[src/design/ecp_map.svh]
`ifndef ECP_MAP_SVH
`define ECP_MAP_SVH

// register indices, byte address is four times the index
`define IDX_DATA     6'h00
`define IDX_STAT     6'h01
`define IDX_CTRL     6'h02
`define IDX_FIFO     6'h03
`define IDX_CFGB     6'h04
`define IDX_ECR      6'h05
`define IDX_LAST     6'h05

// control register fields
`define C_STB        0
`define C_AFD        1
`define C_INIT       2
`define C_SELECT_IN_LINE       3
`define C_IRQ        4
`define C_DIR        5

// extended control, stored bits 7..2
`define ECR_RST      6'h05
`define CTRL_RST     8'h00
`define DATA_RST     8'h00
`define CFGB_RST     8'h00
// arbitrary value
`define CFGA_VAL     8'h10

`define CLK_NS       5
`define STB_PULSE_NS 500
`define STB_CYC      ((`STB_PULSE_NS + `CLK_NS - 1) / `CLK_NS)

`define FIFO_DEPTH   16
`define FIFO_AW      4
`define RESP_OK      2'h0
`define RESP_ERR     2'h2

`endif

[src/design/ecp_pkg.sv]
package ecp_pkg;

    typedef enum logic [2:0] {
        M_STD, M_BIDIR, M_PPF, M_ECP, M_EPP, M_RSV, M_TEST, M_CFG
    } mode_t;

    typedef enum logic [1:0] {F_IDLE, F_SETUP, F_STB, F_END} fst_t;
    typedef enum logic [2:0] {B_IDLE, B_REQ, B_ACK, B_LATCH, B_EXP} bst_t;

    typedef struct packed {
        logic        awvalid;
        logic [7:0]  awaddr;
        logic        wvalid;
        logic [31:0] wdata;
        logic [3:0]  wstrb;
        logic        bready;
        logic        arvalid;
        logic [7:0]  araddr;
        logic        rready;
    } axil_req_t;

    typedef struct packed {
        logic        awready;
        logic        wready;
        logic        bvalid;
        logic [1:0]  bresp;
        logic        arready;
        logic        rvalid;
        logic [31:0] rdata;
        logic [1:0]  rresp;
    } axil_rsp_t;

    // ctl: 0 write_strobe, 1 autofeed_line, 2 init, 3 select_in_line (pin levels)
    typedef struct packed {
        logic [3:0] ctl;
        logic [7:0] pd;
    } pins_t;

    typedef struct packed {
        logic       ack_n;
        logic       busy;
        logic       pe;
        logic       slct;
        logic       err_n;
        logic [3:0] ctl;
        logic [7:0] pd;
    } cable_in_t;

endpackage

[src/design/ecp_fifo_mem.sv]
`timescale 1ns/1ps
`default_nettype none
`include "ecp_map.svh"

module ecp_fifo_mem (
    input  wire logic                clk,
    input  wire logic                we,
    input  wire logic [`FIFO_AW-1:0] wa,
    input  wire logic [8:0]          wd,
    input  wire logic [`FIFO_AW-1:0] ra,
    output var  logic [8:0]          rd_q
);

    logic [8:0] mem [`FIFO_DEPTH];

    always_ff @(posedge clk) begin
        if (we) begin
            mem[wa] <= wd;
        end
        rd_q <= mem[ra];
    end

endmodule // ecp_fifo_mem

`default_nettype wire

[src/design/ecp_port.sv]
`timescale 1ns/1ps
`default_nettype none
`include "ecp_map.svh"

//------------------------------------------------------------
//------------------------------------------------------------

module ecp_port (
    input  wire logic              SYS_CLK,
    input  wire logic              RST,
    input  wire ecp_pkg::axil_req_t AXI_REQ,
    output var  ecp_pkg::axil_rsp_t AXI_RSP,
    input  wire ecp_pkg::cable_in_t CABLE_IN,
    output var  ecp_pkg::pins_t    CABLE_OUT,
    output var  ecp_pkg::pins_t    CABLE_OE,
    input  wire logic              DMA_ACK,
    input  wire logic [7:0]        DMA_WDATA,
    output var  logic              DMA_REQ,
    output var  logic [7:0]        DMA_RDATA
);
    import ecp_pkg::*;

    localparam logic [6:0] STB_LAST = 7'(`STB_CYC - 1);

    //--------------------------------------------------------
    // registers and mode decode
    //--------------------------------------------------------
    logic [7:0] data_q;
    logic [7:0] ctrl_q;
    logic [7:0] cfgb_q;
    logic [5:0] ecr_q;
    mode_t      mode;
    logic       dir_eff;
    logic       fifo_on;
    logic       fwd_run;
    logic       bk_run;
    logic       dma_en;
    logic [4:0] cnt_q;
    logic       full;
    logic       empty;
    logic       chg_q;
    logic       head_ok;
    logic [8:0] rd_q;

    assign mode    = mode_t'(ecr_q[5:3]);
    assign dma_en  = ecr_q[1] && !ecr_q[0];
    // standard and printer FIFO modes are forward only
    assign dir_eff = (mode == M_STD || mode == M_PPF) ? 1'b0 : ctrl_q[`C_DIR];
    assign fifo_on = (mode == M_PPF) || (mode == M_ECP) || (mode == M_TEST);
    assign fwd_run = (mode == M_PPF) || (mode == M_ECP && !dir_eff);
    assign bk_run  = (mode == M_ECP) && dir_eff;
    assign full    = cnt_q == 5'(`FIFO_DEPTH);
    assign empty   = cnt_q == 5'h00;
    // read data of the memory lag one cycle after any change
    assign head_ok = !empty && !chg_q;

    //--------------------------------------------------------
    // bus slave
    //--------------------------------------------------------
    logic       awready_q, wready_q, bvalid_q, arready_q, rvalid_q;
    logic [1:0] bresp_q, rresp_q;
    logic [31:0] rdata_q;
    logic       aw_full_q, w_full_q;
    logic [5:0] waddr_q;
    logic [7:0] wdat_q;
    logic       wstb_q;
    logic       aw_hs, w_hs, ar_hs, do_wr, aw_full_d, w_full_d, wen;
    logic [5:0] ridx;
    logic [7:0] rmux;
    logic       push_ok, pop_ok;

    assign aw_hs     = AXI_REQ.awvalid && awready_q;
    assign w_hs      = AXI_REQ.wvalid && wready_q;
    assign ar_hs     = AXI_REQ.arvalid && arready_q;
    assign do_wr     = aw_full_q && w_full_q && !bvalid_q;
    assign aw_full_d = aw_hs || (aw_full_q && !do_wr);
    assign w_full_d  = w_hs || (w_full_q && !do_wr);
    assign wen       = do_wr && wstb_q && (waddr_q <= `IDX_LAST);
    assign ridx      = AXI_REQ.araddr[7:2];

    always_ff @(posedge SYS_CLK) begin
        if (RST) begin
            aw_full_q <= 1'b0;
            w_full_q  <= 1'b0;
            awready_q <= 1'b0;
            wready_q  <= 1'b0;
            bvalid_q  <= 1'b0;
            bresp_q   <= `RESP_OK;
            waddr_q   <= 6'h00;
            wdat_q    <= 8'h00;
            wstb_q    <= 1'b0;
        end else begin
            aw_full_q <= aw_full_d;
            w_full_q  <= w_full_d;
            awready_q <= !aw_full_d;
            wready_q  <= !w_full_d;
            bvalid_q  <= do_wr || (bvalid_q && !AXI_REQ.bready);
            if (aw_hs) begin
                waddr_q <= AXI_REQ.awaddr[7:2];
            end
            if (w_hs) begin
                wdat_q <= AXI_REQ.wdata[7:0];
                wstb_q <= AXI_REQ.wstrb[0];
            end
            if (do_wr) begin
                bresp_q <= (waddr_q <= `IDX_LAST) ? `RESP_OK : `RESP_ERR;
            end
        end
    end

    // fifo port reads pop in test mode and ECP reverse; hold arready low until the head word settles
    logic sw_rd_fifo, sw_pop;
    assign sw_rd_fifo = (mode == M_TEST) || bk_run;
    assign sw_pop     = ar_hs && ridx == `IDX_FIFO && sw_rd_fifo && !empty;

    always_comb begin
        unique case (ridx)
            `IDX_DATA: rmux = dir_eff ? CABLE_IN.pd : data_q;
            `IDX_STAT: rmux = {~CABLE_IN.busy, CABLE_IN.ack_n, CABLE_IN.pe, CABLE_IN.slct,
                               CABLE_IN.err_n, 3'h0};
            `IDX_CTRL: rmux = {2'h0, dir_eff, ctrl_q[`C_IRQ], ~CABLE_IN.ctl[3], CABLE_IN.ctl[2],
                               ~CABLE_IN.ctl[1], ~CABLE_IN.ctl[0]};
            `IDX_FIFO: rmux = (mode == M_CFG) ? `CFGA_VAL : (sw_rd_fifo ? rd_q[7:0] : 8'h00);
            `IDX_CFGB: rmux = (mode == M_CFG) ? cfgb_q : 8'h00;
            `IDX_ECR:  rmux = {ecr_q, full, empty};
            default:   rmux = 8'h00;
        endcase
    end

    always_ff @(posedge SYS_CLK) begin
        if (RST) begin
            arready_q <= 1'b0;
            rvalid_q  <= 1'b0;
            rdata_q   <= 32'h0000_0000;
            rresp_q   <= `RESP_OK;
        end else begin
            arready_q <= !(ar_hs || (rvalid_q && !AXI_REQ.rready)) && !(push_ok || pop_ok);
            rvalid_q  <= ar_hs || (rvalid_q && !AXI_REQ.rready);
            if (ar_hs) begin
                rdata_q <= {24'h00_0000, rmux};
                rresp_q <= (ridx <= `IDX_LAST) ? `RESP_OK : `RESP_ERR;
            end
        end
    end

    assign AXI_RSP = '{awready: awready_q, wready: wready_q, bvalid: bvalid_q, bresp: bresp_q,
                       arready: arready_q, rvalid: rvalid_q, rdata: rdata_q, rresp: rresp_q};

    //--------------------------------------------------------
    // register writes
    //--------------------------------------------------------
    logic sw_push, sw_cmd;
    // in ECP forward a data register write queues a command byte
    assign sw_cmd  = wen && waddr_q == `IDX_DATA && mode == M_ECP && !dir_eff;
    assign sw_push = sw_cmd || (wen && waddr_q == `IDX_FIFO && (fwd_run || mode == M_TEST));

    always_ff @(posedge SYS_CLK) begin
        if (RST) begin
            data_q <= `DATA_RST;
            ctrl_q <= `CTRL_RST;
            cfgb_q <= `CFGB_RST;
            ecr_q  <= `ECR_RST;
        end else if (wen) begin
            if (waddr_q == `IDX_DATA && !sw_cmd) begin
                data_q <= wdat_q;
            end
            if (waddr_q == `IDX_CTRL) begin
                ctrl_q <= wdat_q;
            end
            if (waddr_q == `IDX_CFGB && mode == M_CFG) begin
                cfgb_q <= wdat_q;
            end
            if (waddr_q == `IDX_ECR) begin
                ecr_q <= wdat_q[7:2];
            end
        end
    end

    //--------------------------------------------------------
    // fifo
    //--------------------------------------------------------
    logic [`FIFO_AW-1:0] wp_q, rp_q;
    logic       flush, push, pop, f_pop, b_push, dma_push, dma_pop;
    logic [8:0] wd;
    logic [7:0] bbyte_q;
    mode_t      mode_q;

    assign flush   = !fifo_on || mode != mode_q;
    assign push    = sw_push || dma_push || b_push;
    assign pop     = f_pop || sw_pop || dma_pop;
    assign push_ok = push && !full && !flush;
    assign pop_ok  = pop && !empty && !flush;
    assign wd      = b_push ? {1'b0, bbyte_q} : (sw_push ? {sw_cmd, wdat_q} : {1'b0, DMA_WDATA});

    always_ff @(posedge SYS_CLK) begin
        if (RST) begin
            wp_q   <= '0;
            rp_q   <= '0;
            cnt_q  <= 5'h00;
            chg_q  <= 1'b1;
            mode_q <= M_STD;
        end else begin
            mode_q <= mode;
            chg_q  <= push_ok || pop_ok || flush;
            if (flush) begin
                wp_q  <= '0;
                rp_q  <= '0;
                cnt_q <= 5'h00;
            end else begin
                wp_q  <= wp_q + `FIFO_AW'(push_ok);
                rp_q  <= rp_q + `FIFO_AW'(pop_ok);
                cnt_q <= cnt_q + 5'(push_ok) - 5'(pop_ok);
            end
        end
    end

    ecp_fifo_mem u_mem (
        .clk  (SYS_CLK),
        .we   (push_ok),
        .wa   (wp_q),
        .wd   (wd),
        .ra   (rp_q),
        .rd_q (rd_q)
    );

    //--------------------------------------------------------
    // forward write engine
    //--------------------------------------------------------
    fst_t       fst_q, fst_d;
    logic [8:0] fbyte_q, fbyte_d;
    logic [6:0] tmr_q;

    always_comb begin
        fst_d   = fst_q;
        fbyte_d = fbyte_q;
        if (!fwd_run) begin
            fst_d = F_IDLE;
        end else begin
            unique case (fst_q)
                F_IDLE: if (head_ok) begin
                    fst_d   = F_SETUP;
                    fbyte_d = rd_q;
                end
                F_SETUP: if (!CABLE_IN.busy) fst_d = F_STB;
                F_STB: if (mode == M_PPF ? tmr_q == STB_LAST : CABLE_IN.busy) fst_d = F_END;
                F_END: if (!CABLE_IN.busy) fst_d = F_IDLE;
            endcase
        end
    end

    // the byte leaves the fifo when its cycle ends
    assign f_pop = fwd_run && fst_q == F_END && !CABLE_IN.busy;

    always_ff @(posedge SYS_CLK) begin
        if (RST) begin
            fst_q   <= F_IDLE;
            fbyte_q <= 9'h000;
            tmr_q   <= 7'h00;
        end else begin
            fst_q   <= fst_d;
            fbyte_q <= fbyte_d;
            tmr_q   <= (fst_q == F_STB) ? tmr_q + 7'h01 : 7'h00;
        end
    end

    //--------------------------------------------------------
    // backward read engine with run-length expansion
    //--------------------------------------------------------
    bst_t       bst_q, bst_d;
    logic       bbusy_q, rle_q;
    logic [6:0] rlc_q, left_q;
    logic [7:0] exp_n_q;

    always_comb begin
        bst_d = bst_q;
        if (!bk_run) begin
            bst_d = B_IDLE;
        end else begin
            unique case (bst_q)
                B_IDLE: if (!full) bst_d = B_REQ;
                B_REQ: if (!CABLE_IN.ack_n) bst_d = B_ACK;
                B_ACK: if (CABLE_IN.ack_n) bst_d = B_LATCH;
                B_LATCH: begin
                    if (rle_q) bst_d = B_EXP;
                    else if (!(bbusy_q && full)) bst_d = B_IDLE;
                end
                B_EXP: if (!full && left_q == 7'h00) bst_d = B_IDLE;
                default: bst_d = B_IDLE;
            endcase
        end
    end

    assign b_push = bk_run && !full &&
                    ((bst_q == B_LATCH && !rle_q && bbusy_q) || bst_q == B_EXP);

    always_ff @(posedge SYS_CLK) begin
        if (RST) begin
            bst_q   <= B_IDLE;
            bbyte_q <= 8'h00;
            bbusy_q <= 1'b0;
            rle_q   <= 1'b0;
            rlc_q   <= 7'h00;
            left_q  <= 7'h00;
            exp_n_q <= 8'h00;
        end else begin
            bst_q <= bst_d;
            if (!bk_run) begin
                rle_q <= 1'b0;
            end else if (bst_q == B_ACK && CABLE_IN.ack_n) begin
                bbyte_q <= CABLE_IN.pd;
                bbusy_q <= CABLE_IN.busy;
            end else if (bst_q == B_LATCH && rle_q) begin
                rle_q   <= 1'b0;
                left_q  <= rlc_q;
                exp_n_q <= 8'h00;
            end else if (bst_q == B_LATCH && !bbusy_q && !bbyte_q[7]) begin
                rle_q <= 1'b1;
                rlc_q <= bbyte_q[6:0];
            end else if (bst_q == B_EXP && !full) begin
                left_q  <= left_q - 7'h01;
                exp_n_q <= exp_n_q + 8'h01;
            end
        end
    end

    //--------------------------------------------------------
    // dma
    //--------------------------------------------------------
    logic dreq_d;
    assign dreq_d   = dma_en && !DMA_ACK && ((fwd_run && !full) || (bk_run && head_ok));
    assign dma_push = DMA_ACK && dma_en && fwd_run;
    assign dma_pop  = DMA_ACK && dma_en && bk_run;

    always_ff @(posedge SYS_CLK) begin
        if (RST) begin
            DMA_REQ   <= 1'b0;
            DMA_RDATA <= 8'h00;
        end else begin
            DMA_REQ <= dreq_d;
            if (dma_pop) begin
                DMA_RDATA <= rd_q[7:0];
            end
        end
    end

    //--------------------------------------------------------
    // cable pins
    //--------------------------------------------------------
    logic [3:0] lvl;
    logic       fwd_act;
    assign fwd_act = fst_d != F_IDLE;

    always_comb begin
        lvl = {~ctrl_q[`C_SELECT_IN_LINE], ctrl_q[`C_INIT], ~ctrl_q[`C_AFD], ~ctrl_q[`C_STB]};
        if (fwd_run) begin
            lvl[0] = !(fst_d == F_STB);
            if (mode == M_ECP) lvl[1] = !fbyte_d[8];
        end else if (bk_run) begin
            lvl[0] = 1'b1;
            lvl[1] = bst_d == B_ACK;
        end
    end

    always_ff @(posedge SYS_CLK) begin
        if (RST) begin
            CABLE_OUT <= '{ctl: 4'hF, pd: 8'h00};
            CABLE_OE  <= '{ctl: 4'h0, pd: 8'h00};
        end else begin
            CABLE_OUT.ctl <= lvl;
            CABLE_OE.ctl  <= (mode == M_STD) ? ~lvl : 4'hF;
            CABLE_OUT.pd  <= (fwd_run && fwd_act) ? fbyte_d[7:0] : data_q;
            CABLE_OE.pd   <= {8{!dir_eff}};
        end
    end
endmodule // ecp_port

`default_nettype wire
[config.mk]
export PLATFORM = sky130hd
export DESIGN_NAME = ecp_port
export DESIGN_NICKNAME = d
export VERILOG_FILES = /design/src/design/ecp_pkg.sv /design/src/design/ecp_fifo_mem.sv /design/src/design/ecp_port.sv
export VERILOG_INCLUDE_DIRS = /design/src /design/src/design
export SDC_FILE = /design/constraint.sdc
export NUM_CORES = 1
export LEC_CHECK = 0
export BUFFER_PORTS_ARGS = -buffer_cell sky130_fd_sc_hd__buf_2
export CAP_MARGIN = 5
export CORE_MARGIN = 1
export CORE_UTILIZATION = 48
export DETAILED_ROUTE_END_ITERATION = 10
export PLACE_DENSITY_LB_ADDON = 0.12
export SLEW_MARGIN = 20
export SYNTH_ARGS = -nofsm -noshare
export SYNTH_HDL_FRONTEND = slang
export SYNTH_SLANG_ARGS = --single-unit
[constraint.sdc]
create_clock -name SYS_CLK -period 5.48 [get_ports SYS_CLK]
set_input_delay 0.274 -clock SYS_CLK [delete_from_list [all_inputs] [get_ports SYS_CLK]]
set_output_delay 0.274 -clock SYS_CLK [all_outputs]
set_load 0.05 [all_outputs]
# [After elaboration in Yosys (flattened, before gate mapping)]
# Memories as Yosys holds them, arrays and structs flattened. A register that Yosys moved wholly into a read port is not among the register bits.
# Index checks and enable logic that the tools add are counted.
[op_classes] n_addsub=6 n_lt_le_gt_ge=2 eq_ne=26 n_mux=40 n_bitwise=12 n_reduce_logical=115
[op_table] operator="1-bit logical AND" n=51
[op_table] operator="8-bit case mux with 6 select lines" n=1
[op_table] operator="9-bit 2-to-1 mux" n=5
[op_table] operator="8-bit 2-to-1 mux" n=5
[op_table] operator="6-bit by 2-bit equality test with 1-bit output, second input constant" n=4
[op_table] operator="6-bit by 3-bit equality test with 1-bit output, second input constant" n=4
[op_table] operator="1-bit zero test" n=23
[op_table] operator="3-bit 2-to-1 mux" n=7
[op_table] operator="7-bit 2-to-1 mux" n=3
[op_table] operator="1-bit logical OR" n=20
[op_table] operator="2-bit 2-to-1 mux" n=9
[op_table] operator="3-bit by 2-bit equality test with 1-bit output, second input constant" n=5
[op_table] operator="3-bit case mux with 5 select lines" n=1
[op_table] operator="6-bit by 3-bit less-or-equal comparator with 1-bit output, second input constant" n=2
[op_table] operator="6-bit zero test" n=2
[op_table] operator="2-bit AND reduction" n=6
[op_table] operator="1-bit NOT" n=11
[op_table] operator="3-bit equality test, second input constant" n=3
[op_table] operator="4-bit by 1-bit adder with 4-bit output" n=2
[op_table] operator="2-bit case mux with 4 select lines" n=1
[op_table] operator="4-bit AND reduction" n=2
[op_table] operator="7-bit by 1-bit adder with 7-bit output, second input constant" n=1
[op_table] operator="7-bit equality test, second input constant" n=1
[op_table] operator="7-bit zero test" n=1
[op_table] operator="18 further kinds" n=31
[totals] ff_bits=150 mem_bits_rw=144 inputBits=85 out_inout_bits=74 elab_cells=239 memories=1
[memory_table] name="u_mem.mem" words=16 width=9 rd=1 rd_clocked_by_memory_dff=1 write_ports=1 line_no="ecp_fifo_mem.sv:14" rtl="logic [8:0] mem [`FIFO_DEPTH];"

# [Depth between registers and ports, before layout]
[depth] ltp_word=16 mapped_depth=18 mapped_depth_nobuf=15

# [Hierarchy]
# A second synthesis with hierarchy kept.
[unflattened] cells_unflattened=1083 hier_area_um2=12956.2
[by_module_without_submodules] module="ecp_port" instances=1 cells_per_inst=829 area_each_um2=7175.6 seq_area_each_um2=2962.8
[by_module_without_submodules] module="ecp_fifo_mem" instances=1 cells_per_inst=254 area_each_um2=5780.5 seq_area_each_um2=4504.3

# [Worst setup path after synthesis]
# OpenSTA, ideal clock, no wires.
[synth_timing] path_kind="reg2reg" from="register bvalid_q" to="register cnt_q[4]" setup_ns=0.071 t_arrival_ns=3.029 required_time_ns=5.409 setup_slack_ns=2.380 stages_incl_launch_ff=17 n_path_buf=2 synth_period_minus_slack_ns=3.100 cell_sequence="dfxtp_1 nand3b_4 or4b_4 a21oi_2 buf_6 o311ai_4 buf_6 ha_1 inv_1 ha_1 inv_1 fa_1 inv_1 a21oi_1 nor2_1 or3_1 a21oi_1"
[synth_via] elab_chain_len=14 word_cells_on_any_way=16 classes_between="add/sub: 2; reduce/logical: 14"
[synth_lines] element="start: declaration" line_no="ecp_port.sv:60" rtl="logic awready_q, wready_q, bvalid_q, arready_q, rvalid_q;"
[synth_lines] element="start signal: assignment" line_no="ecp_port.sv:97" rtl="bvalid_q <= do_wr || (bvalid_q && !AXI_REQ.bready);"
[synth_lines] element="1-bit zero test (*)" line_no="ecp_port.sv:75" rtl="assign do_wr = aw_full_q && w_full_q && !bvalid_q;"
[synth_lines] element="1-bit logical AND (*)" line_no="ecp_port.sv:75"
[synth_lines] element="1-bit logical AND (*) (2 in a row)" line_no="ecp_port.sv:78" rtl="assign wen = do_wr && wstb_q && (waddr_q <= `IDX_LAST);"
[synth_lines] element="1-bit logical AND (no source line)"
[synth_lines] element="1-bit logical AND (2 in a row)" line_no="ecp_port.sv:154" rtl="assign sw_cmd = wen && waddr_q == `IDX_DATA && mode == M_ECP && !dir_eff;"
[synth_lines] element="1-bit logical OR (*)" line_no="ecp_port.sv:155" rtl="assign sw_push = sw_cmd || (wen && waddr_q == `IDX_FIFO && (fwd_run || mode == M_TEST));"
[synth_lines] element="1-bit logical OR (*) (2 in a row)" line_no="ecp_port.sv:189" rtl="assign push = sw_push || dma_push || b_push;"
[synth_lines] element="1-bit logical AND (*) (2 in a row)" line_no="ecp_port.sv:191" rtl="assign push_ok = push && !full && !flush;"
[synth_lines] element="5-bit by 1-bit adder with 5-bit output (*)" line_no="ecp_port.sv:212" rtl="cnt_q <= cnt_q + 5'(push_ok) - 5'(pop_ok);"
[synth_lines] element="5-bit by 1-bit subtractor with 5-bit output (*)" line_no="ecp_port.sv:212"
[synth_lines] element="end signal: assignment" line_no="ecp_port.sv:212"
[synth_lines] element="end: declaration" line_no="ecp_port.sv:38" rtl="logic [4:0] cnt_q;"
# Mark *: on every way between the ends. The rest lies on a longest branch, timed or not.
# A chain may end at the register's enable or synchronous reset.

# [Worst setup path after layout]
[layout_timing] from="register ecr_q[4]" to="register cnt_q[4]"
[layout_via] elab_chain_len=15 word_cells_on_any_way=41 classes_between="add/sub: 2; eq/ne: 4; mux: 1; reduce/logical: 34"
[layout_lines] element="start: declaration" line_no="ecp_port.sv:31" rtl="logic [5:0] ecr_q;"
[layout_lines] element="start signal: assignment" line_no="ecp_port.sv:162" rtl="ecr_q <= `ECR_RST;"
[layout_lines] element="start signal: assignment" line_no="ecp_port.sv:174" rtl="ecr_q <= wdat_q[7:2];"
[layout_lines] element="3-bit by 2-bit equality test with 1-bit output / 3-bit zero test (equally long branches)" line_no="ecp_port.sv:48, ecp_port.sv:49, ecp_port.sv:50"
[layout_lines] element="1-bit logical OR" line_no="ecp_port.sv:48" rtl="assign dir_eff = (mode == M_STD || mode == M_PPF) ? 1'b0 : ctrl_q[`C_DIR];"
[layout_lines] element="1-bit 2-to-1 mux" line_no="ecp_port.sv:48"
[layout_lines] element="1-bit zero test" line_no="ecp_port.sv:50, ecp_port.sv:154"
[layout_lines] element="1-bit logical AND" line_no="ecp_port.sv:50" rtl="assign fwd_run = (mode == M_PPF) || (mode == M_ECP && !dir_eff);"
[layout_lines] element="1-bit logical OR" line_no="ecp_port.sv:50"
[layout_lines] element="1-bit logical OR" line_no="ecp_port.sv:155"
[layout_lines] element="1-bit logical AND" line_no="ecp_port.sv:155"
[layout_lines] element="1-bit logical OR" line_no="ecp_port.sv:155"
[layout_lines] element="1-bit logical OR (2 in a row)" line_no="ecp_port.sv:189"
[layout_lines] element="1-bit logical AND (2 in a row)" line_no="ecp_port.sv:191"
[layout_lines] element="5-bit by 1-bit adder with 5-bit output" line_no="ecp_port.sv:212"
[layout_lines] element="5-bit by 1-bit subtractor with 5-bit output" line_no="ecp_port.sv:212"
# Parallel ways exist; a longest one is shown, timed or not.

==> results.cfg <==
[synth]
synth_top_family_by_area = multiplexers
synthMuxAreaShare_pct = 13.9
netlist_top_cells_area = edfxtp_1 34%, dfxtp_1 24%, mux4_2 7.9%, mux2i_1 4.7%, nand2_1 2.4%
yosysWarnings = 0
synth_top_area_cell = edfxtp_1
yosys.area_share.simple_pct = 13.4
synth_fa_ha_area_share_pct = 1.42
yosys_most_used_dff = dfxtp_1
synth_edf_count = 144
synth_area_sq_um = 12900
synth_compound_area_share_pct = 7.22
ys_seq_area_share_pct = 58.0
ys_seq_elements = 301
ys_types = 77
synth.most_common_cell = dfxtp_1
yosysTopAreaCellShare_pct = 33.6
async_reset_ff_share_pct = 0
syn_avg_cell_area_sq_um = 12.4
synth_xor_area_share_pct = 0.885
synth_cells = 1036
synth_common_cells = 157 x dfxtp_1, 144 x edfxtp_1, 81 x nand2_1

[cells_and_area]
final_nets = 1245
seqCellArea_sq_um = 7470
n_antenna_cell = 0
fin_area_sq_um = 14800
multi_input_area_sq_um = 4920
fill_cells = 2252
layout-drive-gt1-share_pct = 22.9
synthToLayoutAreaGrowth_pct = 14.8

[power]
peakVddDrop_uv = 338
p_leak_nw = 5.43
powerDensity_nw_per_um2 = 313

[global_routing]
grt_pass1_vias = 7985
grt_max_degree = 86
overflow = 0
grt_usage_pct = 21.5
antenna_found_initial = 0
grt_pass1_wl_um = 46100

[die]
fp-row-count = 59
pin_count = 159
die_w_um = 166
chipHeight_um = 166
start_util_pct = 49.1
die-area_sq_um = 27500
core_sq_um = 26200

[drt]
via_count = 8285
routedWlPerCell_um = 19.5
drt_iter0_drc = 707
via_per_inst = 5.51
finalWirelength_um = 29400
drc_errors = 17
drt_pass1_iterations = 9
postRouteAntennaNets = 0

[place]
place.gp.congestion = 0.843
place_area_sq_um = 13600
dp_hpwl_um = 20500
port_buffers = 101

[critical_path]
cp-end-kind = register
critical_path_arrival_ns = 4.35
crit_path_start_kind = register
critPathKind = register to register
required_ns = 5.95
path_max_fanout = 19

[clocking]
cts_buffers = 31
cts_resized = 0
clock_sinks = 301
postCtsSetupBuffers = 0
h-tree-depth = 1
insertion_delay_ns = 0.55
cts_tree = built
clkSlewWorstSetupHoldPaths_ns = 0.06
cts_buffer_depth = 3
clk_root_buffer_cell = clkbuf_16

[flow_run]
maxCapViolCount = 0

[sta]
finalHoldViolCount = 0
worst_pin_slew_ns = 1.09
maxSlewViolCount = 0
finalSetupTns_ns = 0
fmax_mhz = 258
clock_skew_ns = 0.00829
max-slew-margin-rel_pct = 27.0
finalSetupViolCount = 0
min_period_ns = 3.88
rsz0062_at_grt = false
period_share_pct = 70.8

[outcome]
status = complete, but fails checks
violations = design-rule violations

[min_path]
hold_path_class = input pin to register
==> layout by cell type, fill, tap and decap left out, types with 9 or more instances in the layout <==
cell type | synthesis | layout
dlygate4sd3_1 | 0 | 16
nand2_1 | 81 | 81
nor3_1 | 21 | 21
clkbuf_16 | 0 | 31
buf_2 | 7 | 100
conb_1 | 1 | 26
inv_1 | 19 | 19
edfxtp_1 | 144 | 144
nand3_1 | 33 | 33
buf_4 | 40 | 31
nor2_1 | 80 | 80
o21ai_0 | 36 | 36
mux2i_1 | 60 | 60
dfxtp_1 | 157 | 156
nand2b_1 | 11 | 11
ha_1 | 13 | 13
and3_1 | 11 | 11
mux4_2 | 45 | 45
a311oi_1 | 9 | 9
nor2b_1 | 18 | 18
a21oi_1 | 60 | 60
==> kinds of logic after synthesis <==
| group | after synthesis |
|---|---|
| compound gates | 146 |
| other cells | 1 |
| fa+ha+maj | 14 |
| buf+inv | 114 |
| flops | 301 |
| xor+xnor | 13 |
| simple gates | 329 |
| mux | 118 |
==> layout make-up <==
class                           instances  share of cell area (%)
Clock buffer                           47                    6.20
Sequential cell                       301                    50.5
Timing Repair Buffer                  147                    6.04
Clock inverter                          8                   0.601
Tap cell                              335                    2.84
Multi-Input combinational cell        646                    33.3
Inverter                               19                   0.483
==> state kept, by name, indices dropped and copies added, names as in the netlist, 8 cells and up <==
register and count:
fbyte_q 9, rdata_q 8, u_mem.rd_q 9, wdat_q 8, bbyte_q 8, u_mem.mem 144
cfgb_q 8, CABLE_OUT 12, data_q 8, DMA_RDATA 8
==> power breakdown <==
group | internal, mW | switching, mW | total (mW) | leakage [nW]
sequential | 2.36 | 0.0161 | 2.38 | 2.61
combinational | 0.0465 | 0.136 | 0.182 | 2.33
clock | 1.23 | 0.828 | 2.06 | 0.490
total | 3.64 | 0.981 | 4.62 | 5.43
==> worst paths after layout <==
kind                    start  slack [ns]       endpoint  depth (start not counted)
hold / removal    CABLE_IN[0]       0.008     bbyte_q[0]                          3
setup reg to reg     ecr_q[4]        1.60       cnt_q[4]                         15
hold reg to reg     ctrl_q[3]        0.41  CABLE_OUT[11]                          1
setup / recovery     ecr_q[4]        1.60       cnt_q[4]                         15
==> per-layer routing <==
| layer | GRT usage [%] | vias up | share of wire [%] | wire (um) |
|---|---|---|---|---|
| met1 | 30.0 | 4017 | 45 | 13200 |
| li1 | - | 3992 | - | - |
| met2 | 35.2 | 236 | 47 | 13900 |
| met3 | 3.07 | 40 | 5.1 | 1480 |
| met4 | 6.05 | 0 | 2.5 | 723 |
| met5 | 0 | - | 0 | 0 |
==> stage by stage <==
step | hold WS [ns] | power [mW] | utilization (%) | cells | setup WS [ns]
3_3_place_gp | 0.399 | 2.60 | 51.8 | 1432 | 1.61
5_1_grt | 0.0103 | 4.76 | 56.4 | 1503 | 1.32
6_report | 0.00793 | 4.62 | 56.4 | 1503 | 1.60
3_5_place_dp | 0.406 | 2.60 | 51.9 | 1432 | 1.62
4_1_cts | 0.00168 | 4.66 | 56.3 | 1503 | 1.59
2_1_floorplan | 0.358 | 2.56 | - | 1061 | 2.38
==> timing repair <==
item,CTS,global route
hold endpoints to repair,16,0
hold buffers,16,0
setup endpoints to repair,0,0
==> critical path, stage by stage (launching register included) <==
cell,delay (ns)
dfxtp_1,0.65
nand2_1,0.11
or4b_4,0.50
a21oi_2,0.63
o311ai_4,0.16
buf_4,0.25
ha_1,0.30
inv_1,0.04
ha_1,0.18
inv_1,0.07
fa_1,0.20
inv_1,0.05
a21oi_1,0.14
nor2_1,0.07
or3_1,0.34
a21oi_1,0.14
Note: power is estimated with default switching activity, not from simulation.
